### config.mk
export PLATFORM = sky130hd
export DESIGN_NAME = temp_conversion_rate_limit_compare
export DESIGN_NICKNAME = d
export VERILOG_FILES = /design/src/hw/temp_monitor_pkg.sv /design/src/hw/temp_conversion_rate_limit_compare.sv
export VERILOG_INCLUDE_DIRS = /design/src /design/src/hw
export SDC_FILE = /design/constraint.sdc
export NUM_CORES = 1
export LEC_CHECK = 0
export BUFFER_PORTS_ARGS = -buffer_cell sky130_fd_sc_hd__buf_2
export CORE_UTILIZATION = 54
export DETAILED_ROUTE_END_ITERATION = 10
export GPL_TIMING_DRIVEN = 0
export HOLD_SLACK_MARGIN = 0.15
export PLACE_DENSITY = 0.76
export SETUP_SLACK_MARGIN = 0.02
export SLEW_MARGIN = 25
export SYNTH_ARGS = -nofsm -noshare
export SYNTH_HDL_FRONTEND = slang
export SYNTH_SLANG_ARGS = --single-unit
### constraint.sdc
create_clock -name core_clk -period 4.15 [get_ports core_clk]
set_clock_uncertainty 0.1 [all_clocks]
set_input_delay 0.83 -clock core_clk [delete_from_list [all_inputs] [get_ports core_clk]]
set_output_delay 0.83 -clock core_clk [all_outputs]
set_load 0.01 [all_outputs]
### src/hw/temp_monitor_params.svh
/*
  Constants of the conversion scheduler and limit comparator: register
  addresses, field positions, reset values and timing counts.
  Assumes a 40 MHz core clock and byte-wide registers.
*/
`ifndef TEMP_MONITOR_PARAMS_SVH
`define TEMP_MONITOR_PARAMS_SVH

// -----------------------------------------------------------------
// register addresses
// -----------------------------------------------------------------
`define ADDR_LOCAL_VAL     8'h00
`define ADDR_R1_VAL_MSB    8'h01
`define ADDR_STATUS1       8'h02
`define ADDR_CFG_RD        8'h03
`define ADDR_RATE_RD       8'h04
`define ADDR_CFG_WR        8'h09
`define ADDR_RATE_WR       8'h0A
`define ADDR_R1_VAL_LSB    8'h10
`define ADDR_HYST          8'h21
`define ADDR_STATUS2       8'h23
`define ADDR_R2_VAL_MSB    8'h30
`define ADDR_R2_VAL_LSB    8'h33
`define LIMIT_BASE_HI      3'b010
`define LIMIT_KINDS        3'd5

// -----------------------------------------------------------------
// fields
// -----------------------------------------------------------------
`define RATE_NOAVG_BIT     7
`define RATE_RSVD_MASK     8'hBF
`define RATE_FAST_CODE     4'hA
`define RATE_CONT_CODE     4'hB
`define RATE_NOAVG_MIN     4'h8
`define CFG_STANDBY_BIT    6
`define CFG_PIN8_BIT       5
`define CFG_RANGE_BIT      2

// -----------------------------------------------------------------
// reset values
// -----------------------------------------------------------------
`define RATE_RESET         8'h08
`define CFG_RESET          8'h00
`define HYST_RESET         8'h0A
`define HIGH_LIM_RESET     8'h55
`define LOW_LIM_RESET      8'h00
`define OVER_TEMP_OUTPUT_LIM_RESET    8'h55

// -----------------------------------------------------------------
// timing
// -----------------------------------------------------------------
`define CLK_MHZ            40
`define BASE_PERIOD_S      16
`define FAST_PERIOD_US     15500
`define BASE_PERIOD_CYC    (`BASE_PERIOD_S * `CLK_MHZ * 1000000)
`define FAST_PERIOD_CYC    (`FAST_PERIOD_US * `CLK_MHZ)

`endif

### src/hw/temp_monitor_pkg.sv
/*
  Types of the conversion scheduler and limit comparator.
  Assumes the constants header is available on the include path.
*/
package temp_monitor_pkg;

  typedef enum logic [1:0] {
    ST_IDLE = 2'b00,
    ST_WAIT = 2'b01
  } conv_state_e;

  typedef struct packed {
    logic       wr;
    logic [7:0] addr;
    logic [7:0] wdata;
  } reg_req_s;

  typedef struct packed {
    logic       done;
    logic [7:0] msb;
    logic [7:0] lsb;
  } adc_result_s;

  typedef struct packed {
    conv_state_e     st;
    logic [7:0]      rate;
    logic [7:0]      cfg;
    logic [7:0]      hyst;
    logic [2:0][7:0] hi_msb;
    logic [2:0][7:0] hi_lsb;
    logic [2:0][7:0] lo_msb;
    logic [2:0][7:0] lo_lsb;
    logic [2:0][7:0] over_temp_output_lim;
    logic [2:0][7:0] val_msb;
    logic [2:0][7:0] val_lsb;
    logic [2:0]      hi_flag;
    logic [2:0]      lo_flag;
    logic [2:0]      over_temp_output_act;
    logic [2:0]      hi_act;
    logic [2:0]      pending;
    logic [1:0]      chan;
    logic            adc_start;
    logic [31:0]     tick_cnt;
    logic [7:0]      rdata;
  } core_state_s;

endpackage

### src/hw/temp_conversion_rate_limit_compare.sv
/*
  Conversion scheduling and limit comparison of a three channel
  temperature monitor. Assumes a serial bus engine outside that turns
  bus writes into one-cycle reg_req strobes and samples reg_rdata, and
  an analog front end that answers each adc_start with one done pulse.
*/
`timescale 1ns/1ps
`default_nettype none
`include "temp_monitor_params.svh"

module temp_conversion_rate_limit_compare
  import temp_monitor_pkg::*;
#(
  parameter int unsigned BASE_PERIOD_CYC = `BASE_PERIOD_CYC,
  parameter int unsigned FAST_PERIOD_CYC = `FAST_PERIOD_CYC
) (
  input  wire logic        core_clk,
  input  wire logic        rstn,
  input  wire reg_req_s    reg_req,
  output logic [7:0]       reg_rdata,
  input  wire adc_result_s adc_res,
  output logic             adc_start,
  output logic [1:0]       adc_channel,
  output logic             adc_average,
  output logic             temp_range_ext,
  output logic             over_temp_output_n,
  output logic             pin8_n
);

  core_state_s q;
  core_state_s n;
  logic        standby;
  logic        cont;
  logic        tick;
  logic [2:0]  mask;
  logic [2:0]  start_bit;
  logic [1:0]  c;
  logic [9:0]  r;
  logic [9:0]  hi_c;
  logic [9:0]  lo_c;
  logic [9:0]  th_c;
  logic [9:0]  hy_c;
  logic [2:0]  kind;

  // -----------------------------------------------------------------
  // scheduling
  // -----------------------------------------------------------------
  function automatic logic [31:0] period_of(input logic [3:0] code);
    if (code == `RATE_FAST_CODE) begin
      return FAST_PERIOD_CYC;
    end
    return BASE_PERIOD_CYC >> code;
  endfunction

  always_comb begin
    n         = q;
    n.adc_start = 1'b0;
    start_bit = 3'b000;
    standby   = q.cfg[`CFG_STANDBY_BIT];
    // codes above continuous also run back to back
    cont      = q.rate[3:0] >= `RATE_CONT_CODE;
    tick      = !standby && (cont ? (q.st == ST_IDLE && q.pending == 3'b000)
                                  : (q.tick_cnt >= period_of(q.rate[3:0]) - 32'd1));
    case (q.rate[5:4])
      2'b00:   mask = 3'b111;
      2'b01:   mask = 3'b001;
      2'b10:   mask = 3'b010;
      default: mask = 3'b100;
    endcase
    if (standby || cont || tick) begin
      n.tick_cnt = 32'h0;
    end else begin
      n.tick_cnt = q.tick_cnt + 32'h1;
    end
    c    = q.chan;
    r    = {adc_res.msb, (c == 2'd0) ? 2'b00 : adc_res.lsb[7:6]};
    hi_c = {q.hi_msb[c], (c == 2'd0) ? 2'b00 : q.hi_lsb[c][7:6]};
    lo_c = {q.lo_msb[c], (c == 2'd0) ? 2'b00 : q.lo_lsb[c][7:6]};
    th_c = {q.over_temp_output_lim[c], 2'b00};
    hy_c = {q.hyst, 2'b00};
    case (q.st)
      ST_IDLE: begin
        if (!standby && q.pending != 3'b000) begin
          n.adc_start = 1'b1;
          n.st        = ST_WAIT;
          if (q.pending[0]) begin
            n.chan = 2'd0;
          end else if (q.pending[1]) begin
            n.chan = 2'd1;
          end else begin
            n.chan = 2'd2;
          end
          start_bit = 3'b001 << n.chan;
        end
      end
      ST_WAIT: begin
        // standby abandons the conversion under way
        if (standby) begin
          n.st = ST_IDLE;
        end else if (adc_res.done) begin
          n.st         = ST_IDLE;
          n.val_msb[c] = adc_res.msb;
          n.val_lsb[c] = (c == 2'd0) ? 8'h00 : adc_res.lsb;
          // raw codes compared as stored, binary or offset alike
          n.hi_flag[c] = r > hi_c;
          n.lo_flag[c] = r <= lo_c;
          if (r > th_c) begin
            n.over_temp_output_act[c] = 1'b1;
          end else if ({1'b0, r} + {1'b0, hy_c} < {1'b0, th_c}) begin
            n.over_temp_output_act[c] = 1'b0;
          end
          if (r > hi_c) begin
            n.hi_act[c] = 1'b1;
          end else if ({1'b0, r} + {1'b0, hy_c} < {1'b0, hi_c}) begin
            n.hi_act[c] = 1'b0;
          end
        end
      end
      default: begin
        n.st = ST_IDLE;
      end
    endcase
    n.pending = standby ? 3'b000 : ((q.pending & ~start_bit) | (tick ? mask : 3'b000));
    // -----------------------------------------------------------------
    // register writes
    // -----------------------------------------------------------------
    kind = reg_req.addr[4:2];
    if (reg_req.wr) begin
      case (reg_req.addr)
        `ADDR_RATE_WR: n.rate = reg_req.wdata & `RATE_RSVD_MASK;
        `ADDR_CFG_WR:  n.cfg  = reg_req.wdata;
        `ADDR_HYST:    n.hyst = reg_req.wdata;
        default: begin
          if (reg_req.addr[7:5] == `LIMIT_BASE_HI && reg_req.addr[1:0] != 2'd3) begin
            case (kind)
              3'd0:    n.hi_msb[reg_req.addr[1:0]]    = reg_req.wdata;
              3'd1:    n.hi_lsb[reg_req.addr[1:0]]    = reg_req.wdata;
              3'd2:    n.lo_msb[reg_req.addr[1:0]]    = reg_req.wdata;
              3'd3:    n.lo_lsb[reg_req.addr[1:0]]    = reg_req.wdata;
              3'd4:    n.over_temp_output_lim[reg_req.addr[1:0]] = reg_req.wdata;
              default: n.hyst = q.hyst;
            endcase
          end
        end
      endcase
    end
    // -----------------------------------------------------------------
    // register reads
    // -----------------------------------------------------------------
    case (reg_req.addr)
      `ADDR_LOCAL_VAL:  n.rdata = q.val_msb[0];
      `ADDR_R1_VAL_MSB: n.rdata = q.val_msb[1];
      `ADDR_R1_VAL_LSB: n.rdata = q.val_lsb[1];
      `ADDR_R2_VAL_MSB: n.rdata = q.val_msb[2];
      `ADDR_R2_VAL_LSB: n.rdata = q.val_lsb[2];
      `ADDR_STATUS1:    n.rdata = {q.st == ST_WAIT, q.hi_flag[0], q.lo_flag[0], q.hi_flag[1],
                                   q.lo_flag[1], 1'b0, q.over_temp_output_act[1], q.over_temp_output_act[0]};
      `ADDR_STATUS2:    n.rdata = {3'b000, q.hi_flag[2], q.lo_flag[2], 1'b0, q.over_temp_output_act[2], 1'b0};
      `ADDR_CFG_RD:     n.rdata = q.cfg;
      `ADDR_RATE_RD:    n.rdata = q.rate;
      `ADDR_HYST:       n.rdata = q.hyst;
      default: begin
        n.rdata = 8'h00;
        if (reg_req.addr[7:5] == `LIMIT_BASE_HI && reg_req.addr[1:0] != 2'd3) begin
          case (kind)
            3'd0:    n.rdata = q.hi_msb[reg_req.addr[1:0]];
            3'd1:    n.rdata = q.hi_lsb[reg_req.addr[1:0]];
            3'd2:    n.rdata = q.lo_msb[reg_req.addr[1:0]];
            3'd3:    n.rdata = q.lo_lsb[reg_req.addr[1:0]];
            3'd4:    n.rdata = q.over_temp_output_lim[reg_req.addr[1:0]];
            default: n.rdata = 8'h00;
          endcase
        end
      end
    endcase
  end

  always_ff @(posedge core_clk) begin
    if (!rstn) begin
      q         <= '0;
      q.rate    <= `RATE_RESET;
      q.cfg     <= `CFG_RESET;
      q.hyst    <= `HYST_RESET;
      q.hi_msb    <= {3{`HIGH_LIM_RESET}};
      q.lo_msb    <= {3{`LOW_LIM_RESET}};
      q.over_temp_output_lim <= {3{`OVER_TEMP_OUTPUT_LIM_RESET}};
    end else begin
      q <= n;
    end
  end

  // -----------------------------------------------------------------
  // outputs
  // -----------------------------------------------------------------
  assign reg_rdata      = q.rdata;
  assign adc_start      = q.adc_start;
  assign adc_channel    = q.chan;
  // the three fastest timed codes leave no time to average
  assign adc_average    = !q.rate[`RATE_NOAVG_BIT] &&
                          (q.rate[3:0] < `RATE_NOAVG_MIN || q.rate[3:0] >= `RATE_CONT_CODE);
  assign temp_range_ext = q.cfg[`CFG_RANGE_BIT];
  assign over_temp_output_n = ~|q.over_temp_output_act;
  assign pin8_n = q.cfg[`CFG_PIN8_BIT] ? ~|q.hi_act : ~|(q.hi_flag | q.lo_flag);

  // -----------------------------------------------------------------
  // checks
  // -----------------------------------------------------------------
  property p_rate_write;
    @(posedge core_clk) disable iff (!rstn)
    reg_req.wr && reg_req.addr == `ADDR_RATE_WR |=>
      q.rate == ($past(reg_req.wdata) & `RATE_RSVD_MASK);
  endproperty
  a_rate_write: assert property (p_rate_write)
    else $error("rate write not taken");

  property p_rate_reset;
    @(posedge core_clk) !rstn |=> q.rate == `RATE_RESET;
  endproperty
  a_rate_reset: assert property (p_rate_reset)
    else $error("rate reset value wrong");

  property p_standby;
    @(posedge core_clk) disable iff (!rstn)
    q.cfg[`CFG_STANDBY_BIT] && !(reg_req.wr && reg_req.addr == `ADDR_CFG_WR) |=> !q.adc_start[*2];
  endproperty
  a_standby: assert property (p_standby)
    else $error("conversion started in standby");

  property p_single_local;
    @(posedge core_clk) disable iff (!rstn)
    tick && q.st == ST_IDLE && q.pending == 3'b000 && q.rate[5:4] == 2'b01 && !reg_req.wr
      |-> ##2 (q.adc_start && q.chan == 2'd0);
  endproperty
  a_single_local: assert property (p_single_local)
    else $error("local only selection not honoured");

  property p_continuous;
    @(posedge core_clk) disable iff (!rstn)
    q.rate[3:0] == `RATE_CONT_CODE && q.st == ST_IDLE && q.pending == 3'b000 &&
      !standby && !reg_req.wr |-> ##2 q.adc_start;
  endproperty
  a_continuous: assert property (p_continuous)
    else $error("continuous mode idles");

  property p_high_flag;
    @(posedge core_clk) disable iff (!rstn)
    q.st == ST_WAIT && adc_res.done && !standby && r > hi_c |=> q.hi_flag[$past(q.chan)];
  endproperty
  a_high_flag: assert property (p_high_flag)
    else $error("high limit flag missed");

  property p_low_flag;
    @(posedge core_clk) disable iff (!rstn)
    q.st == ST_WAIT && adc_res.done && !standby && r <= lo_c |=> q.lo_flag[$past(q.chan)];
  endproperty
  a_low_flag: assert property (p_low_flag)
    else $error("low limit flag missed");

  property p_over_temp_output_out;
    @(posedge core_clk) disable iff (!rstn)
    q.st == ST_WAIT && adc_res.done && !standby && r > th_c |=> !over_temp_output_n;
  endproperty
  a_over_temp_output_out: assert property (p_over_temp_output_out)
    else $error("over-temp output not asserted");

  property p_second_over_temp_output_out;
    @(posedge core_clk) disable iff (!rstn)
    q.st == ST_WAIT && adc_res.done && !standby && r > hi_c && q.cfg[`CFG_PIN8_BIT] &&
      !reg_req.wr |=> !pin8_n;
  endproperty
  a_second_over_temp_output_out: assert property (p_second_over_temp_output_out)
    else $error("second over-temp output not asserted");

  property p_hyst_hold;
    @(posedge core_clk) disable iff (!rstn)
    q.over_temp_output_act[q.chan] && q.st == ST_WAIT && adc_res.done &&
      ({1'b0, r} + {1'b0, hy_c} >= {1'b0, th_c}) |=> q.over_temp_output_act[$past(q.chan)];
  endproperty
  a_hyst_hold: assert property (p_hyst_hold)
    else $error("over-temp released inside hysteresis");

endmodule
`default_nettype wire

==> flow_summary.json <==
{
  "status": "complete, no violations",
  "yosys.area_share.simple_pct": 21.3,
  "cts_tree": "built",
  "finalNonFillerCells": 2256,
  "crit_path_end_kind": "flip-flop",
  "initial_core_util_pct": 55.1,
  "synthMuxAreaShare_pct": 8.98,
  "synth_fa_ha_area_share_pct": 8.51,
  "reg2regPathDepth": 17,
  "ys_warn_count": 0,
  "min_path_cells": 2,
  "gp_congestion": 1.03,
  "via_per_inst": 6.48,
  "grt_max_degree": 14,
  "ys_seq_area_share_pct": 33.8,
  "ys_top_cells_by_area": "dfxtp_1, ha_1, mux2i_1, nand2_1, a21oi_1",
  "hold_violations": 0,
  "mostFrequentLayoutCell": "nand2_1",
  "start_kind": "flip-flop",
  "fin_crit_sh_pct": 95.3,
  "whs_endpoint": "q[241]$_SDFFE_PN0P_",
  "synth_compound_area_share_pct": 20.2,
  "fillers": 2372,
  "leakage_nw": 5.96,
  "reg2reg_slack_ns": 0.20,
  "relSlewSlack_pct": 31.9,
  "synth.avg_cell_area_um2": 7.86,
  "coreArea_mm2": 0.0261,
  "drt_pass1_iterations": 7,
  "finalMaxSlewViolations": 0,
  "syn-instance-count": 1826,
  "clk-insertion-delay-late_ns": 0.56,
  "ir_worst_vdd_mv": 0.390,
  "setup_viol": 0,
  "min_from": "q[241]$_SDFFE_PN0P_",
  "drt_iter0_drc": 1845,
  "syn_area_mm2": 0.0144,
  "cts_sinks": 242,
  "synth_edf_count": 0,
  "wl_per_cell_um": 22.8,
  "layout-drive-gt1-share_pct": 8.49,
  "portBuffers": 39,
  "crit_start": "q[242]$_SDFFE_PN0P_",
  "synth-main-ff-cell": "dfxtp_1",
  "netlist.area_leader.share_pct": 33.8,
  "fmax_mhz": 253,
  "r2r_end": "q[33]$_SDFF_PP0_",
  "hpwlAfterDp_um": 38200,
  "grt-ovfl-total": 0,
  "grt_pass1_wl_um": 76600,
  "grt_use_total_pct": 37.3,
  "htreeDepth": 1,
  "hold_ws_ns": 0.356,
  "antenna_cells": 0,
  "dp_cells": 2201,
  "die-area_mm2": 0.0272,
  "nNetsFinal": 2034,
  "die_h_um": 165,
  "cap_viol_max_count": 0,
  "r2r_start": "q[242]$_SDFFE_PN0P_",
  "synth_top_family_by_area": "simple AND/OR/NAND/NOR gates",
  "numCtsBuffers": 26,
  "cp_max_fo": 10,
  "ant_nets": 0,
  "crit_type": "reg -> reg",
  "rsz0062_at_grt": "false",
  "clock_path_buffers": 3,
  "layout_common_cells": "nand2_1, dfxtp_1, a21oi_1",
  "rows": 59,
  "hp-class": "reg -> reg",
  "antenna_found_initial": 0,
  "arrival_ns": 4.34,
  "num_io_pins": 51,
  "synthXorXnorAreaFrac_pct": 2.81,
  "ys_seq_elements": 242,
  "area.growth.synth_to_final_pct": 11.7,
  "drt-total-wl_um": 51400,
  "yosysTopAreaCell": "dfxtp_1",
  "power.density_mw_per_mm2": 318,
  "worst_pin_slew_ns": 1.01,
  "drcViolationCount": 0,
  "grt_pass1_vias": 13100,
  "crit_required_ns": 4.54,
  "root_buffer": "clkbuf_16",
  "fp.dieW_um": 165,
  "min_period_ns": 3.95,
  "clkTransAtPathRegs_ns": 0.07,
  "async_flop_share_pct": 0,
  "yosysUniqueCellTypes": 78,
  "cts_hold_buf": 0,
  "num_vias": 14600
}
==> state kept, by name (all words and copies together), names as in the netlist, named ones only <==
register / count
q: 216
reg_rdata: 8
temp_range_ext: 1
adc_start: 1
adc_channel: 2
hy_c: 8
==> timing repair <==
action | in CTS | in global routing
gates cloned | 0 | 1
setup buffers | 2 | 5
gates resized for setup | 14 | 35
pin swaps | 1 | 7
setup endpoints to repair | 41 | 44
==> kinds of logic (layout without fill, tap and decap cells) <==
group,count (synthesis),after routing
and+or+nand+nor,677,677
AOI/OAI and AO/OA,484,484
DFF,242,242
buffers and inverters,156,250
muxes,123,123
adders and majority gates,97,97
xor gates and xnor gates,46,46
other,1,2
==> critical path: stages, from the launching register on <==
cell and delay (ns):
dfxtp_4 0.38, inv_1 0.08, ha_1 0.19, clkbuf_4 0.19
or3b_4 0.40, a31oi_4 0.20, o31ai_1 0.13, or3_4 0.40
nor2_2 0.13, mux2i_1 0.20, ha_1 0.27, a21oi_1 0.12
o21ai_0 0.11, a21oi_2 0.17, o41ai_4 0.12, a211o_4 0.40
buf_2 0.17, nor2_1 0.11
==> stage by stage <==
| stage | TNS (ns) | utilization, % | area (um^2) | worst slack [ns] | power [mW] |
|---|---|---|---|---|---|
| 6_report | 0 | 61.5 | 16000 | 0.196 | 5.09 |
| 5_1_grt | 0 | 61.5 | 16000 | 0.0402 | 5.20 |
| 4_1_cts | 0 | 60.9 | 15900 | 0.0287 | 5.07 |
| 3_5_place_dp | -18.08 | 57.4 | 15000 | -0.685 | 2.77 |
| 3_3_place_gp | -16.77 | 57.4 | 15000 | -0.661 | 2.76 |
| 2_1_floorplan | 0 | - | 14400 | 0.312 | 2.61 |
==> metal layers <==
layer  vias to the layer above  wire length (um)  global-route usage (%)
li1                       6620                 -                       -
met1                      6879             20900                    50.6
met2                       916             21800                    56.3
met3                       203              5850                    7.61
met4                         0              2900                    17.7
met5                         -                 0                       0
==> power by group <==
group          leakage (nW)  switching (mW)  internal, mW
clock network         0.415           0.994          1.36
logic                  3.59           0.297         0.110
registers              1.95         0.00471          2.33
total                  5.96            1.30          3.80
==> how the worst max path moves through the flow <==
stage	end	slack [ns]	cells past startpoint
final	q[33]$_SDFF_PP0_	0.20	17
after floorplan	q[12]$_SDFF_PP0_	0.31	15
after CTS	q[37]$_SDFF_PP0_	0.03	17
after global placement	q[36]$_SDFF_PP0_	-0.66	15
after global routing	q[22]$_SDFF_PP0_	0.04	17
after detailed placement	q[37]$_SDFF_PP0_	-0.68	15
==> final cells by class <==
| class | instances | area, um^2 | area share, % |
|---|---|---|---|
| clock inverters | 7 | 65.1 | 0.406 |
| clock buffers | 41 | 788 | 4.92 |
| repair buffers | 47 | 253 | 1.58 |
| well taps | 335 | 419 | 2.62 |
| flip-flops and latches | 242 | 4850 | 30.3 |
| multi-input cells | 1429 | 8970 | 56.0 |
| plain buffers | 133 | 592 | 3.69 |
| inverters | 22 | 82.6 | 0.515 |
==> cells in the mapped netlist, types with 10 or more instances <==
master	count
nand4_1	31
a21oi_1	198
nor2b_1	19
o21ai_0	136
xnor2_1	24
dfxtp_1	242
inv_1	22
xor2_1	22
buf_1	17
buf_2	12
nor2_1	169
nand3_1	53
nand2_1	297
a21o_1	11
a211oi_1	10
and2_1	13
nor3_1	20
ha_1	96
clkbuf_1	94
o211ai_1	12
mux2i_1	113
buf_4	11
nand2b_1	16
a22oi_1	14
Note: power is estimated with default switching activity, not from simulation.
